<file path="src/common/dbu_params.svh">
// Register indices, field positions, masks and codes of the debug breakpoint unit.
// Assumes word indices on the bus; byte address is four times the index.
`ifndef DBU_PARAMS_SVH
`define DBU_PARAMS_SVH

`define DBU_IDX_PC      8'h11
`define DBU_IDX_SP      8'h12
`define DBU_IDX_TNUM    8'h13
`define DBU_IDX_TREG    8'h14
`define DBU_IDX_TYPE    8'h15
`define DBU_IDX_DATA    8'h16
`define DBU_IDX_RUN     8'h18
`define DBU_IDX_SCR     8'h20
`define DBU_IDX_IBA     8'h30
`define DBU_IDX_IBC     8'h40
`define DBU_IDX_DWA1    8'h50
`define DBU_IDX_DWA2    8'h60
`define DBU_IDX_DWC     8'h70
`define DBU_IDX_RWM     8'h80
`define DBU_IDX_RWV     8'h90
`define DBU_IDX_RWC     8'h9c

`define DBU_CTL_EN      0
`define DBU_CTL_COND    1
`define DBU_CTL_LOAD    2
`define DBU_CTL_THR     23:16
`define DBU_TYPE_UNIT   17:16
`define DBU_TYPE_THR    15:8
`define DBU_TYPE_CAUSE  2:0

`define DBU_MASK_TNUM   32'h0000_00ff
`define DBU_MASK_TREG   32'h0000_001f
`define DBU_MASK_TYPE   32'h0003_ff07
`define DBU_MASK_RUN    32'h0000_00ff
`define DBU_MASK_IBC    32'h00ff_0003
`define DBU_MASK_DWC    32'h00ff_0007
`define DBU_MASK_RWC    32'h00ff_0003

`define DBU_CAUSE_NONE  3'h0
`define DBU_CAUSE_HOST  3'h1
`define DBU_CAUSE_CALL  3'h2
`define DBU_CAUSE_IBRK  3'h3
`define DBU_CAUSE_DWAT  3'h4
`define DBU_CAUSE_RWAT  3'h5

`define DBU_RST_WORD    32'h0000_0000

`endif

</file>
<file path="src/common/dbu_pkg.sv">
// Types of the debug breakpoint unit.
// Assumes dbu_params.svh for all numeric constants.
`default_nettype none

package dbu_pkg;

  typedef enum logic [1:0] {DBU_IDLE, DBU_PEND, DBU_DEBUG} dbu_mode_t;

  typedef struct packed {
    dbu_mode_t         mode;
    logic              debug_req;
    logic              in_debug;
    logic [7:0]        halt;
    logic              waitreq;
    logic [31:0]       rdata;
    logic [31:0]       cfg_rdata;
    logic [31:0]       saved_pc;
    logic [31:0]       saved_sp;
    logic [7:0]        tnum;
    logic [4:0]        treg;
    logic [2:0]        cause;
    logic [1:0]        unit;
    logic [7:0]        thr;
    logic [31:0]       data;
    logic [7:0]        run_mask;
    logic [7:0][31:0]  scr;
    logic [3:0][31:0]  iba;
    logic [3:0][31:0]  ibc;
    logic [3:0][31:0]  dwa1;
    logic [3:0][31:0]  dwa2;
    logic [3:0][31:0]  dwc;
    logic [3:0][31:0]  rwm;
    logic [3:0][31:0]  rwv;
    logic [3:0][31:0]  rwc;
  } dbu_state_t;

endpackage

`default_nettype wire

</file>
<file path="src/hw/dbu_top.sv">
// Debug breakpoint unit: saved context, cause record, run mask, mailbox and watch units.
// Assumes core-side inputs are on CLK; registers reached over Avalon-MM with waitrequest.
`include "dbu_params.svh"
`default_nettype none

module dbu_top #(
  parameter int ADDR_W = 10
) (
  input  wire logic              CLK,
  input  wire logic              SYS_RST,
  input  wire logic [ADDR_W-1:0] ADDRESS,
  input  wire logic              READ,
  input  wire logic              WRITE,
  input  wire logic [31:0]       WRITEDATA,
  input  wire logic [3:0]        BYTEENABLE,
  output logic      [31:0]       READDATA,
  output logic                   WAITREQUEST,
  input  wire logic              HOST_REQ,
  input  wire logic              CALL_VALID,
  input  wire logic [2:0]        CALL_THREAD,
  input  wire logic              PC_VALID,
  input  wire logic [2:0]        PC_THREAD,
  input  wire logic [31:0]       PC_VALUE,
  input  wire logic              MEM_VALID,
  input  wire logic [2:0]        MEM_THREAD,
  input  wire logic              MEM_LOAD,
  input  wire logic [31:0]       MEM_ADDR,
  input  wire logic              RES_VALID,
  input  wire logic [2:0]        RES_THREAD,
  input  wire logic [31:0]       RES_ID,
  input  wire logic              ENTRY_STROBE,
  input  wire logic [31:0]       ENTRY_PC,
  input  wire logic [31:0]       ENTRY_SP,
  input  wire logic              DEBUG_RETURN,
  output logic                   DEBUG_REQ,
  output logic                   IN_DEBUG,
  output logic      [7:0]        THREAD_HALT,
  output logic      [7:0]        STATE_READ_THREAD,
  output logic      [4:0]        STATE_READ_REG,
  input  wire logic              CFG_WRITE,
  input  wire logic [2:0]        CFG_INDEX,
  input  wire logic [31:0]       CFG_WDATA,
  output logic      [31:0]       CFG_RDATA
);

  dbu_pkg::dbu_state_t s;
  dbu_pkg::dbu_state_t n;

  logic [7:0]  idx;
  logic [3:0]  ib_hit;
  logic [3:0]  dw_hit;
  logic [3:0]  rw_hit;
  logic [1:0]  ib_unit;
  logic [1:0]  dw_unit;
  logic [1:0]  rw_unit;
  logic [31:0] rd;
  logic        cond_a;
  logic        cond_b;

  function automatic logic thr_en(input logic [31:0] ctrl, input logic [2:0] t);
    logic [7:0] f;
    f = ctrl[`DBU_CTL_THR];
    return f[t];
  endfunction

  function automatic logic [31:0] merge(input logic [31:0] old, input logic [31:0] wd,
                                        input logic [3:0] be, input logic [31:0] mask);
    logic [31:0] r;
    r = old;
    for (int b = 0; b < 4; b++) begin
      if (be[b]) begin
        r[b*8 +: 8] = wd[b*8 +: 8];
      end
    end
    return r & mask;
  endfunction

  function automatic logic [1:0] lowest(input logic [3:0] h);
    logic [1:0] u;
    u = 2'h0;
    for (int i = 3; i >= 0; i--) begin
      if (h[i]) begin
        u = 2'(i);
      end
    end
    return u;
  endfunction

  always_comb begin
    n      = s;
    idx    = ADDRESS[ADDR_W-1:2];
    cond_a = 1'b0;
    cond_b = 1'b0;
    rd     = `DBU_RST_WORD;

    // Watch comparators
    for (int i = 0; i < 4; i++) begin
      ib_hit[i] = PC_VALID && s.ibc[i][`DBU_CTL_EN] && thr_en(s.ibc[i], PC_THREAD) &&
                  (s.ibc[i][`DBU_CTL_COND] ? (PC_VALUE != s.iba[i])
                                           : (PC_VALUE == s.iba[i]));
      cond_a    = MEM_ADDR >= s.dwa1[i];
      cond_b    = MEM_ADDR <= s.dwa2[i];
      dw_hit[i] = MEM_VALID && s.dwc[i][`DBU_CTL_EN] && thr_en(s.dwc[i], MEM_THREAD) &&
                  (!MEM_LOAD || s.dwc[i][`DBU_CTL_LOAD]) &&
                  (s.dwc[i][`DBU_CTL_COND] ? (cond_a || cond_b) : (cond_a && cond_b));
      rw_hit[i] = RES_VALID && s.rwc[i][`DBU_CTL_EN] && thr_en(s.rwc[i], RES_THREAD) &&
                  (s.rwc[i][`DBU_CTL_COND] ^
                   ((RES_ID & s.rwm[i]) == (s.rwv[i] & s.rwm[i])));
    end
    ib_unit = lowest(ib_hit);
    dw_unit = lowest(dw_hit);
    rw_unit = lowest(rw_hit);

    // Register read view
    unique case (idx)
      `DBU_IDX_PC:   rd = s.saved_pc;
      `DBU_IDX_SP:   rd = s.saved_sp;
      `DBU_IDX_TNUM: rd = {24'h0, s.tnum};
      `DBU_IDX_TREG: rd = {27'h0, s.treg};
      `DBU_IDX_TYPE: rd = {14'h0, s.unit, s.thr, 5'h0, s.cause};
      `DBU_IDX_DATA: rd = s.data;
      `DBU_IDX_RUN:  rd = {24'h0, s.run_mask};
      default:       rd = `DBU_RST_WORD;
    endcase
    for (int i = 0; i < 8; i++) begin
      if (idx == 8'(`DBU_IDX_SCR + i)) rd = s.scr[i];
    end
    for (int i = 0; i < 4; i++) begin
      if (idx == 8'(`DBU_IDX_IBA + i)) rd = s.iba[i];
      if (idx == 8'(`DBU_IDX_IBC + i)) rd = s.ibc[i];
      if (idx == 8'(`DBU_IDX_DWA1 + i)) rd = s.dwa1[i];
      if (idx == 8'(`DBU_IDX_DWA2 + i)) rd = s.dwa2[i];
      if (idx == 8'(`DBU_IDX_DWC + i)) rd = s.dwc[i];
      if (idx == 8'(`DBU_IDX_RWM + i)) rd = s.rwm[i];
      if (idx == 8'(`DBU_IDX_RWV + i)) rd = s.rwv[i];
      if (idx == 8'(`DBU_IDX_RWC + i)) rd = s.rwc[i];
    end

    // Mailbox from the configuration side; the bus overrides it below
    if (CFG_WRITE) begin
      n.scr[CFG_INDEX] = CFG_WDATA;
    end
    n.cfg_rdata = s.scr[CFG_INDEX];

    // Bus handshake: one wait cycle, then the access completes
    if ((READ || WRITE) && s.waitreq) begin
      n.waitreq = 1'b0;
      n.rdata   = rd;
    end else if (!s.waitreq) begin
      n.waitreq = 1'b1;
      if (WRITE) begin
        unique case (idx)
          `DBU_IDX_PC:   n.saved_pc = merge(s.saved_pc, WRITEDATA, BYTEENABLE, '1);
          `DBU_IDX_SP:   n.saved_sp = merge(s.saved_sp, WRITEDATA, BYTEENABLE, '1);
          `DBU_IDX_TNUM: n.tnum = 8'(merge({24'h0, s.tnum}, WRITEDATA, BYTEENABLE, `DBU_MASK_TNUM));
          `DBU_IDX_TREG: n.treg = 5'(merge({27'h0, s.treg}, WRITEDATA, BYTEENABLE, `DBU_MASK_TREG));
          `DBU_IDX_TYPE: begin
            rd      = merge(rd, WRITEDATA, BYTEENABLE, `DBU_MASK_TYPE);
            n.unit  = rd[`DBU_TYPE_UNIT];
            n.thr   = rd[`DBU_TYPE_THR];
            n.cause = rd[`DBU_TYPE_CAUSE];
          end
          `DBU_IDX_DATA: n.data = merge(s.data, WRITEDATA, BYTEENABLE, '1);
          `DBU_IDX_RUN:  n.run_mask = 8'(merge({24'h0, s.run_mask}, WRITEDATA, BYTEENABLE, `DBU_MASK_RUN));
          default:       ;
        endcase
        for (int i = 0; i < 8; i++) begin
          if (idx == 8'(`DBU_IDX_SCR + i)) n.scr[i] = merge(s.scr[i], WRITEDATA, BYTEENABLE, '1);
        end
        for (int i = 0; i < 4; i++) begin
          if (idx == 8'(`DBU_IDX_IBA + i)) n.iba[i] = merge(s.iba[i], WRITEDATA, BYTEENABLE, '1);
          if (idx == 8'(`DBU_IDX_IBC + i)) n.ibc[i] = merge(s.ibc[i], WRITEDATA, BYTEENABLE, `DBU_MASK_IBC);
          if (idx == 8'(`DBU_IDX_DWA1 + i)) n.dwa1[i] = merge(s.dwa1[i], WRITEDATA, BYTEENABLE, '1);
          if (idx == 8'(`DBU_IDX_DWA2 + i)) n.dwa2[i] = merge(s.dwa2[i], WRITEDATA, BYTEENABLE, '1);
          if (idx == 8'(`DBU_IDX_DWC + i)) n.dwc[i] = merge(s.dwc[i], WRITEDATA, BYTEENABLE, `DBU_MASK_DWC);
          if (idx == 8'(`DBU_IDX_RWM + i)) n.rwm[i] = merge(s.rwm[i], WRITEDATA, BYTEENABLE, '1);
          if (idx == 8'(`DBU_IDX_RWV + i)) n.rwv[i] = merge(s.rwv[i], WRITEDATA, BYTEENABLE, '1);
          if (idx == 8'(`DBU_IDX_RWC + i)) n.rwc[i] = merge(s.rwc[i], WRITEDATA, BYTEENABLE, `DBU_MASK_RWC);
        end
      end
    end

    // Debug sequencing; hardware updates win over a same-cycle bus write
    unique case (s.mode)
      dbu_pkg::DBU_IDLE: begin
        if (HOST_REQ) begin
          n.cause = `DBU_CAUSE_HOST;
          n.unit  = 2'h0;
          n.thr   = 8'h0;
        end else if (CALL_VALID) begin
          n.cause = `DBU_CAUSE_CALL;
          n.unit  = 2'h0;
          n.thr   = {5'h0, CALL_THREAD};
        end else if (|ib_hit) begin
          n.cause = `DBU_CAUSE_IBRK;
          n.unit  = ib_unit;
          n.thr   = {5'h0, PC_THREAD};
        end else if (|dw_hit) begin
          n.cause = `DBU_CAUSE_DWAT;
          n.unit  = dw_unit;
          n.thr   = {5'h0, MEM_THREAD};
          n.data  = MEM_ADDR;
        end else if (|rw_hit) begin
          n.cause = `DBU_CAUSE_RWAT;
          n.unit  = rw_unit;
          n.thr   = {5'h0, RES_THREAD};
          n.data  = RES_ID;
        end
        if (HOST_REQ || CALL_VALID || |ib_hit || |dw_hit || |rw_hit) begin
          n.mode      = dbu_pkg::DBU_PEND;
          n.debug_req = 1'b1;
        end
      end
      dbu_pkg::DBU_PEND: begin
        if (ENTRY_STROBE) begin
          n.saved_pc  = ENTRY_PC;
          n.saved_sp  = ENTRY_SP;
          n.debug_req = 1'b0;
          n.in_debug  = 1'b1;
          n.mode      = dbu_pkg::DBU_DEBUG;
        end
      end
      dbu_pkg::DBU_DEBUG: begin
        if (DEBUG_RETURN) begin
          n.in_debug = 1'b0;
          n.mode     = dbu_pkg::DBU_IDLE;
        end
      end
      default: n.mode = dbu_pkg::DBU_IDLE;
    endcase

    n.halt = n.in_debug ? 8'h0 : n.run_mask;
  end

  always_ff @(posedge CLK or posedge SYS_RST) begin
    if (SYS_RST) begin
      s         <= '0;
      s.mode    <= dbu_pkg::DBU_IDLE;
      s.waitreq <= 1'b1;
    end else begin
      s <= n;
    end
  end

  assign READDATA          = s.rdata;
  assign WAITREQUEST       = s.waitreq;
  assign DEBUG_REQ         = s.debug_req;
  assign IN_DEBUG          = s.in_debug;
  assign THREAD_HALT       = s.halt;
  assign STATE_READ_THREAD = s.tnum;
  assign STATE_READ_REG    = s.treg;
  assign CFG_RDATA         = s.cfg_rdata;

  AST_PC_CAPTURE: assert property (@(posedge CLK) disable iff (SYS_RST)
    (s.mode == dbu_pkg::DBU_PEND && ENTRY_STROBE) |=> (s.saved_pc == $past(ENTRY_PC) && IN_DEBUG))
    else $error("saved pc not captured on entry");

  AST_SP_CAPTURE: assert property (@(posedge CLK) disable iff (SYS_RST)
    (s.mode == dbu_pkg::DBU_PEND && ENTRY_STROBE) |=> (s.saved_sp == $past(ENTRY_SP) && !DEBUG_REQ))
    else $error("saved sp not captured on entry");

  AST_CAUSE_RANGE: assert property (@(posedge CLK) disable iff (SYS_RST)
    $rose(DEBUG_REQ) |-> (s.cause >= `DBU_CAUSE_HOST && s.cause <= `DBU_CAUSE_RWAT))
    else $error("cause code out of range on request");

  AST_HOST_ZERO: assert property (@(posedge CLK) disable iff (SYS_RST)
    (s.mode == dbu_pkg::DBU_IDLE && HOST_REQ) |=> (s.cause == `DBU_CAUSE_HOST && s.thr == 8'h0 && s.unit == 2'h0))
    else $error("host request fields wrong");

  AST_CALL_FIELDS: assert property (@(posedge CLK) disable iff (SYS_RST)
    (s.mode == dbu_pkg::DBU_IDLE && !HOST_REQ && CALL_VALID)
    |=> (s.cause == `DBU_CAUSE_CALL && s.unit == 2'h0 && s.thr == {5'h0, $past(CALL_THREAD)}))
    else $error("debug call fields wrong");

  AST_IBRK_FIRE: assert property (@(posedge CLK) disable iff (SYS_RST)
    (s.mode == dbu_pkg::DBU_IDLE && !HOST_REQ && !CALL_VALID && |ib_hit)
    |=> (DEBUG_REQ && s.cause == `DBU_CAUSE_IBRK && s.unit == $past(ib_unit)))
    else $error("code breakpoint not taken");

  AST_IBRK_THREAD: assert property (@(posedge CLK) disable iff (SYS_RST)
    (PC_VALID && !thr_en(s.ibc[0], PC_THREAD)) |-> !ib_hit[0])
    else $error("code breakpoint fired for disabled thread");

  AST_DWAT_DATA: assert property (@(posedge CLK) disable iff (SYS_RST)
    (s.mode == dbu_pkg::DBU_IDLE && !HOST_REQ && !CALL_VALID && !(|ib_hit) && |dw_hit)
    |=> (s.data == $past(MEM_ADDR) && s.cause == `DBU_CAUSE_DWAT))
    else $error("watch address not recorded");

  AST_RWAT_DATA: assert property (@(posedge CLK) disable iff (SYS_RST)
    (s.mode == dbu_pkg::DBU_IDLE && !HOST_REQ && !CALL_VALID && !(|ib_hit) && !(|dw_hit) && |rw_hit)
    |=> (s.data == $past(RES_ID) && s.cause == `DBU_CAUSE_RWAT))
    else $error("resource id not recorded");

  AST_HALT_RETURN: assert property (@(posedge CLK) disable iff (SYS_RST)
    $fell(IN_DEBUG) |-> (THREAD_HALT == s.run_mask) ##1 (IN_DEBUG || THREAD_HALT == s.run_mask))
    else $error("run mask not applied after return");

  AST_HALT_IN_DEBUG: assert property (@(posedge CLK) disable iff (SYS_RST)
    IN_DEBUG |-> (THREAD_HALT == 8'h0))
    else $error("threads halted while in debug");

  // Cause fields load on the same edge that raises the request, so only held requests are checked
  AST_SINGLE_REQ: assert property (@(posedge CLK) disable iff (SYS_RST)
    (DEBUG_REQ && $past(DEBUG_REQ))
    |-> ($stable(s.cause) && $stable(s.unit) && $stable(s.thr) && $stable(s.data)))
    else $error("cause fields changed while request pending");

  AST_PEND_HOLD: assert property (@(posedge CLK) disable iff (SYS_RST)
    (s.mode == dbu_pkg::DBU_PEND && !ENTRY_STROBE) |=> (DEBUG_REQ && !IN_DEBUG))
    else $error("request dropped before entry");

  AST_BUS_ANSWER: assert property (@(posedge CLK) disable iff (SYS_RST)
    ((READ || WRITE) && WAITREQUEST) |=> !WAITREQUEST ##1 WAITREQUEST)
    else $error("bus answer not within one cycle");

endmodule

`default_nettype wire

</file>
<file path="config.mk">
export PLATFORM = sky130hd
export DESIGN_NAME = dbu_top
export DESIGN_NICKNAME = d
export VERILOG_FILES = /design/src/common/dbu_pkg.sv /design/src/hw/dbu_top.sv
export VERILOG_INCLUDE_DIRS = /design/src /design/src/common
export SDC_FILE = /design/constraint.sdc
export NUM_CORES = 2
export LEC_CHECK = 0
export BUFFER_PORTS_ARGS = -buffer_cell sky130_fd_sc_hd__buf_2
export CORE_UTILIZATION = 61
export DETAILED_ROUTE_END_ITERATION = 8
export PLACE_DENSITY = 0.78
export SYNTH_ARGS = -nofsm -noshare
export SYNTH_HDL_FRONTEND = slang
export SYNTH_SLANG_ARGS = --single-unit
</file>
<file path="constraint.sdc">
create_clock -name CLK -period 58.6 [get_ports CLK]
set_input_delay 11.72 -clock CLK [delete_from_list [all_inputs] [get_ports CLK]]
set_output_delay 11.72 -clock CLK [all_outputs]
set_load 0.02 [all_outputs]
</file>
==> impl_metrics.json <==
{
  "grt_max_degree": 147,
  "timing.rr.start": "s[700]",
  "grt_first_pass_wirelength_um": 475000,
  "total_die_area_um2": 119000,
  "async_flop_share": 1.00,
  "min-delay-path-class": "register to register",
  "power_frac_clock": 0.404,
  "top_library_cells_by_usage_in_the_layout_fill_and_taps_aside": "sky130_fd_sc_hd__dfrtp_1, sky130_fd_sc_hd__mux2_2, sky130_fd_sc_hd__nor2_1",
  "crit_path_frequent_cell": "sky130_fd_sc_hd__buf_4",
  "switchingPower_mw": 0.690,
  "worstMarginPinSlew_ns": 1.53,
  "synth_sequential_area_ratio": 0.429,
  "synthesis.area_per_instance_um2": 10.1,
  "grt_pass1_vias": 64437,
  "initial_utilization": 0.616,
  "route.final.wire_length_um": 343000,
  "cts_resized": 0,
  "viasPerCell": 7.62,
  "final_instance_count_excl_fillers": 8824,
  "die_width_um": 345,
  "cts_made_buffers": 140,
  "syn-cell-area_um2": 71600,
  "worst_hold_startpoint": "READDATA[15]",
  "finalHoldViolations": 0,
  "synth_cells": 7086,
  "area_growth_syn_to_layout_pct": 10.3,
  "antenna_found_initial": 24,
  "dp_hpwl_um": 247000,
  "leakage_nw": 36.8,
  "wire_per_inst_um": 38.8,
  "setup_viol_count_final": 0,
  "gpl.final_weighted_congestion": 1.10,
  "run_status": "finished with violations",
  "hold-path-cell-count": 2,
  "grt_setup_unrepaired": "false",
  "ant_nets": 0,
  "synth_enable_flop_cells": 0,
  "gr-total-overflow": 0,
  "r2r.worst_path.cells": 12,
  "timing.critical_path.max_delay_family": "compound AO/OA/AOI/OAI gates",
  "cell_chain_of_the_critical_path": "buf_2 -> buf_4 -> buf_4 -> nor4b_2 -> buf_4 -> nand2_1 -> nor2_1 -> nor2_1 -> a211oi_1 -> o31a_1 -> o221ai_1 -> mux2_2 -> a221oi_1 -> o22ai_1",
  "place.detailed.instances": 8554,
  "cp_slowest_stage_delay_ns": 1.24,
  "pwr-share-seq": 0.441,
  "design.final.nets": 7698,
  "r2r_end": "s[1485]",
  "final_core_utilization": 0.680,
  "ys_dominant_reg_cell": "sky130_fd_sc_hd__dfrtp_1",
  "pwr-share-comb": 0.155,
  "worst_setup_hold_path_clk_slew_ns": 0.06,
  "worst_hold_slack_ns": 0.474,
  "critical_path.slowest_cell": "sky130_fd_sc_hd__a211oi_1",
  "post-route-period-util": 0.293,
  "ir_drop_mv": 0.0349,
  "critPathMaxFanout": 39,
  "share_of_layout_cells_above_drive_strength_1": 0.244,
  "power.total_mw": 2.26,
  "power.density_nw_per_um2": 28.6,
  "min_to": "READDATA[15]",
  "postSynthNetCount": 7612,
  "synth-warning-count": 0,
  "post_cts.repair.setup_buffers": 0,
  "worst_ep_arrival_ns": 17.84,
  "port-buffer-count": 351,
  "postSynthRegisterBits": 1227,
  "finalMaxSlewViolations": 5,
  "fin_setup_tns_ns": 0,
  "initialDrtViolationCount": 12039,
  "worst_setup_end_kind": "register",
  "worst-path-buf-inv": 4,
  "final.fill_count": 9107,
  "max_clock_freq_mhz": 58.3,
  "cts_num_sinks": 1227,
  "cts_root_buffer": "sky130_fd_sc_hd__clkbuf_16",
  "max-cap-violations": 3,
  "floorplan_row_count": 125,
  "core_region_area_um2": 116000,
  "clock_tree_from_tritoncts": "done",
  "grt_usage": 0.571,
  "internal-power_mw": 1.57,
  "crit_type": "input pin to register",
  "worst_slew_margin_rel": -0.0265,
  "violations": "design-rule violations, max-capacitance violations, max-slew violations",
  "synth_cell_types": 99,
  "first_pass_iters": 9,
  "worst-r2r-setup-slack_ns": 53.09,
  "routed-via-count": 67215,
  "cts_htree_levels": 4,
  "cts.path.max_buffers": 3,
  "cp-start-kind": "input pin",
  "floorplan.io_pins": 354,
  "cts_hold_repair.buffers": 0,
  "post-route-drc-count": 2,
  "clk-insertion-delay-late_ns": 0.83,
  "die_y_um": 345,
  "sw_frac_of_total": 0.305,
  "clock-skew-final_ns": 0.0200,
  "worst_ep_required_time_ns": 59.28,
  "mostFrequentLayoutCell": "sky130_fd_sc_hd__dfrtp_1",
  "min_period_ns": 17.16
}
## cell type report
class,count,area [um^2],area share
clock buffer,203,4140,0.0524
multi-input combinational,5004,37500,0.475
clock inverter,50,542,0.00686
inverter,279,1050,0.0134
timing repair buffer,520,3040,0.0385
antenna,17,42.5,0.000539
tap,1524,1910,0.0241
sequential,1227,30700,0.389
## cells in the mapped netlist (16+ instances only)
cell                        number  area [um^2]
sky130_fd_sc_hd__nor2_1        735         2760
sky130_fd_sc_hd__nand3_1        88          440
sky130_fd_sc_hd__buf_1          80          300
sky130_fd_sc_hd__a21oi_1       243         1220
sky130_fd_sc_hd__a221oi_1      138         1210
sky130_fd_sc_hd__a22oi_1       143         1070
sky130_fd_sc_hd__o21ai_0       337         1690
sky130_fd_sc_hd__a22o_1         23          201
sky130_fd_sc_hd__nand2b_1       17          106
sky130_fd_sc_hd__o2111ai_1      24          210
sky130_fd_sc_hd__inv_1         279         1050
sky130_fd_sc_hd__nand2_1       585         2200
sky130_fd_sc_hd__mux2i_1       100         1000
sky130_fd_sc_hd__buf_4          85          638
sky130_fd_sc_hd__a222oi_1       34          340
sky130_fd_sc_hd__nand4_1        68          425
sky130_fd_sc_hd__mux2_2        819         9220
sky130_fd_sc_hd__ha_1          260         3250
sky130_fd_sc_hd__nor3_1         45          225
sky130_fd_sc_hd__and3_1         16          100
sky130_fd_sc_hd__a21o_1         22          165
sky130_fd_sc_hd__nor4_1         60          375
sky130_fd_sc_hd__o211ai_1       51          383
sky130_fd_sc_hd__a2111oi_0      18          158
sky130_fd_sc_hd__o21ai_1        17         85.1
sky130_fd_sc_hd__nor2b_1        26          163
sky130_fd_sc_hd__o22ai_1       346         2160
sky130_fd_sc_hd__a221o_1        17          170
sky130_fd_sc_hd__xor2_1        256         2240
sky130_fd_sc_hd__o21a_1         25          188
sky130_fd_sc_hd__a31oi_1        36          225
sky130_fd_sc_hd__a211oi_1       66          495
sky130_fd_sc_hd__o221ai_1       54          473
sky130_fd_sc_hd__clkbuf_1      361         1360
sky130_fd_sc_hd__o221a_2        42          473
sky130_fd_sc_hd__buf_2          46          230
sky130_fd_sc_hd__dfrtp_1      1226        30700
sky130_fd_sc_hd__mux4_2         90         2030
## power by group through the flow
| stage | Clock, mW | Combinational (mW) | Sequential (mW) |
|---|---|---|---|
| after floorplan | 0 | 0.217 | 0.978 |
| after global placement | 0 | 0.321 | 0.999 |
| after detailed placement | 0 | 0.331 | 1.00 |
| after CTS | 0.906 | 0.333 | 0.988 |
| after global routing | 0.939 | 0.366 | 0.998 |
| final | 0.914 | 0.350 | 0.996 |
## flip-flops by register name (all words and copies together), names as in the netlist
signal and flops:
CFG_RDATA 32, DEBUG_REQ 1, IN_DEBUG 1, READDATA 32
STATE_READ_REG 5, STATE_READ_THREAD 8, THREAD_HALT 8, WAITREQUEST 1
s 1139
## metal layers
layer | GRT usage | vias to the layer above | wire [um]
met5 | 0.00361 | - | 174
met4 | 0.518 | 26 | 39500
met3 | 0.218 | 1797 | 50500
met2 | 0.795 | 6325 | 138000
met1 | 0.684 | 32814 | 115000
li1 | - | 26253 | -
## stage by stage
step / setup WS (ns) / area [um^2]
detailed placement: 41.40 / 74200
finish: 41.44 / 79000
global route: 41.79 / 79000
global placement: 41.51 / 74200
CTS: 42.19 / 78900
floorplan: 12.31 / 71600
## cell families (layout without fill, tap and decap cells)
logic type,Yosys count,after routing,share of synthesized area
multiplexers,1009,1009,0.171
buffers and inverters,855,1052,0.0506
flip-flops,1227,1227,0.429
AO/OA/AOI/OAI,1749,1749,0.167
adder cells (fa/ha/maj),263,263,0.0459
XOR/XNOR,258,258,0.0316
other,0,17,0
AND/OR/NAND/NOR,1725,1725,0.105
## worst max path at each step
stage	from	to	slack [ns]	cells after the start
2_1_floorplan	SYS_RST	CFG_RDATA[0]	12.31	1
3_5_place_dp	ADDRESS[7]	s[1328]	41.40	14
6_report	ADDRESS[7]	s[1328]	41.44	14
4_1_cts	ADDRESS[7]	s[1328]	42.19	14
3_3_place_gp	ADDRESS[7]	s[1328]	41.51	14
5_1_grt	ADDRESS[7]	s[1328]	41.79	14
## worst reg2reg max path, stage by stage, from the launching register on
cell and delay, ns:
sky130_fd_sc_hd__dfrtp_1 0.41, sky130_fd_sc_hd__inv_1 0.06, sky130_fd_sc_hd__ha_1 0.29, sky130_fd_sc_hd__nand4_1 0.53, sky130_fd_sc_hd__nor4_1 0.19, sky130_fd_sc_hd__a31oi_1 1.02, sky130_fd_sc_hd__and3_1 0.53, sky130_fd_sc_hd__o21ai_0 0.26
sky130_fd_sc_hd__maj3_1 0.44, sky130_fd_sc_hd__nand2_1 0.22, sky130_fd_sc_hd__and3_2 0.88, sky130_fd_sc_hd__a31oi_1 0.24, sky130_fd_sc_hd__mux2_2 0.32
No activity file was read; power rests on OpenSTA's default activity.
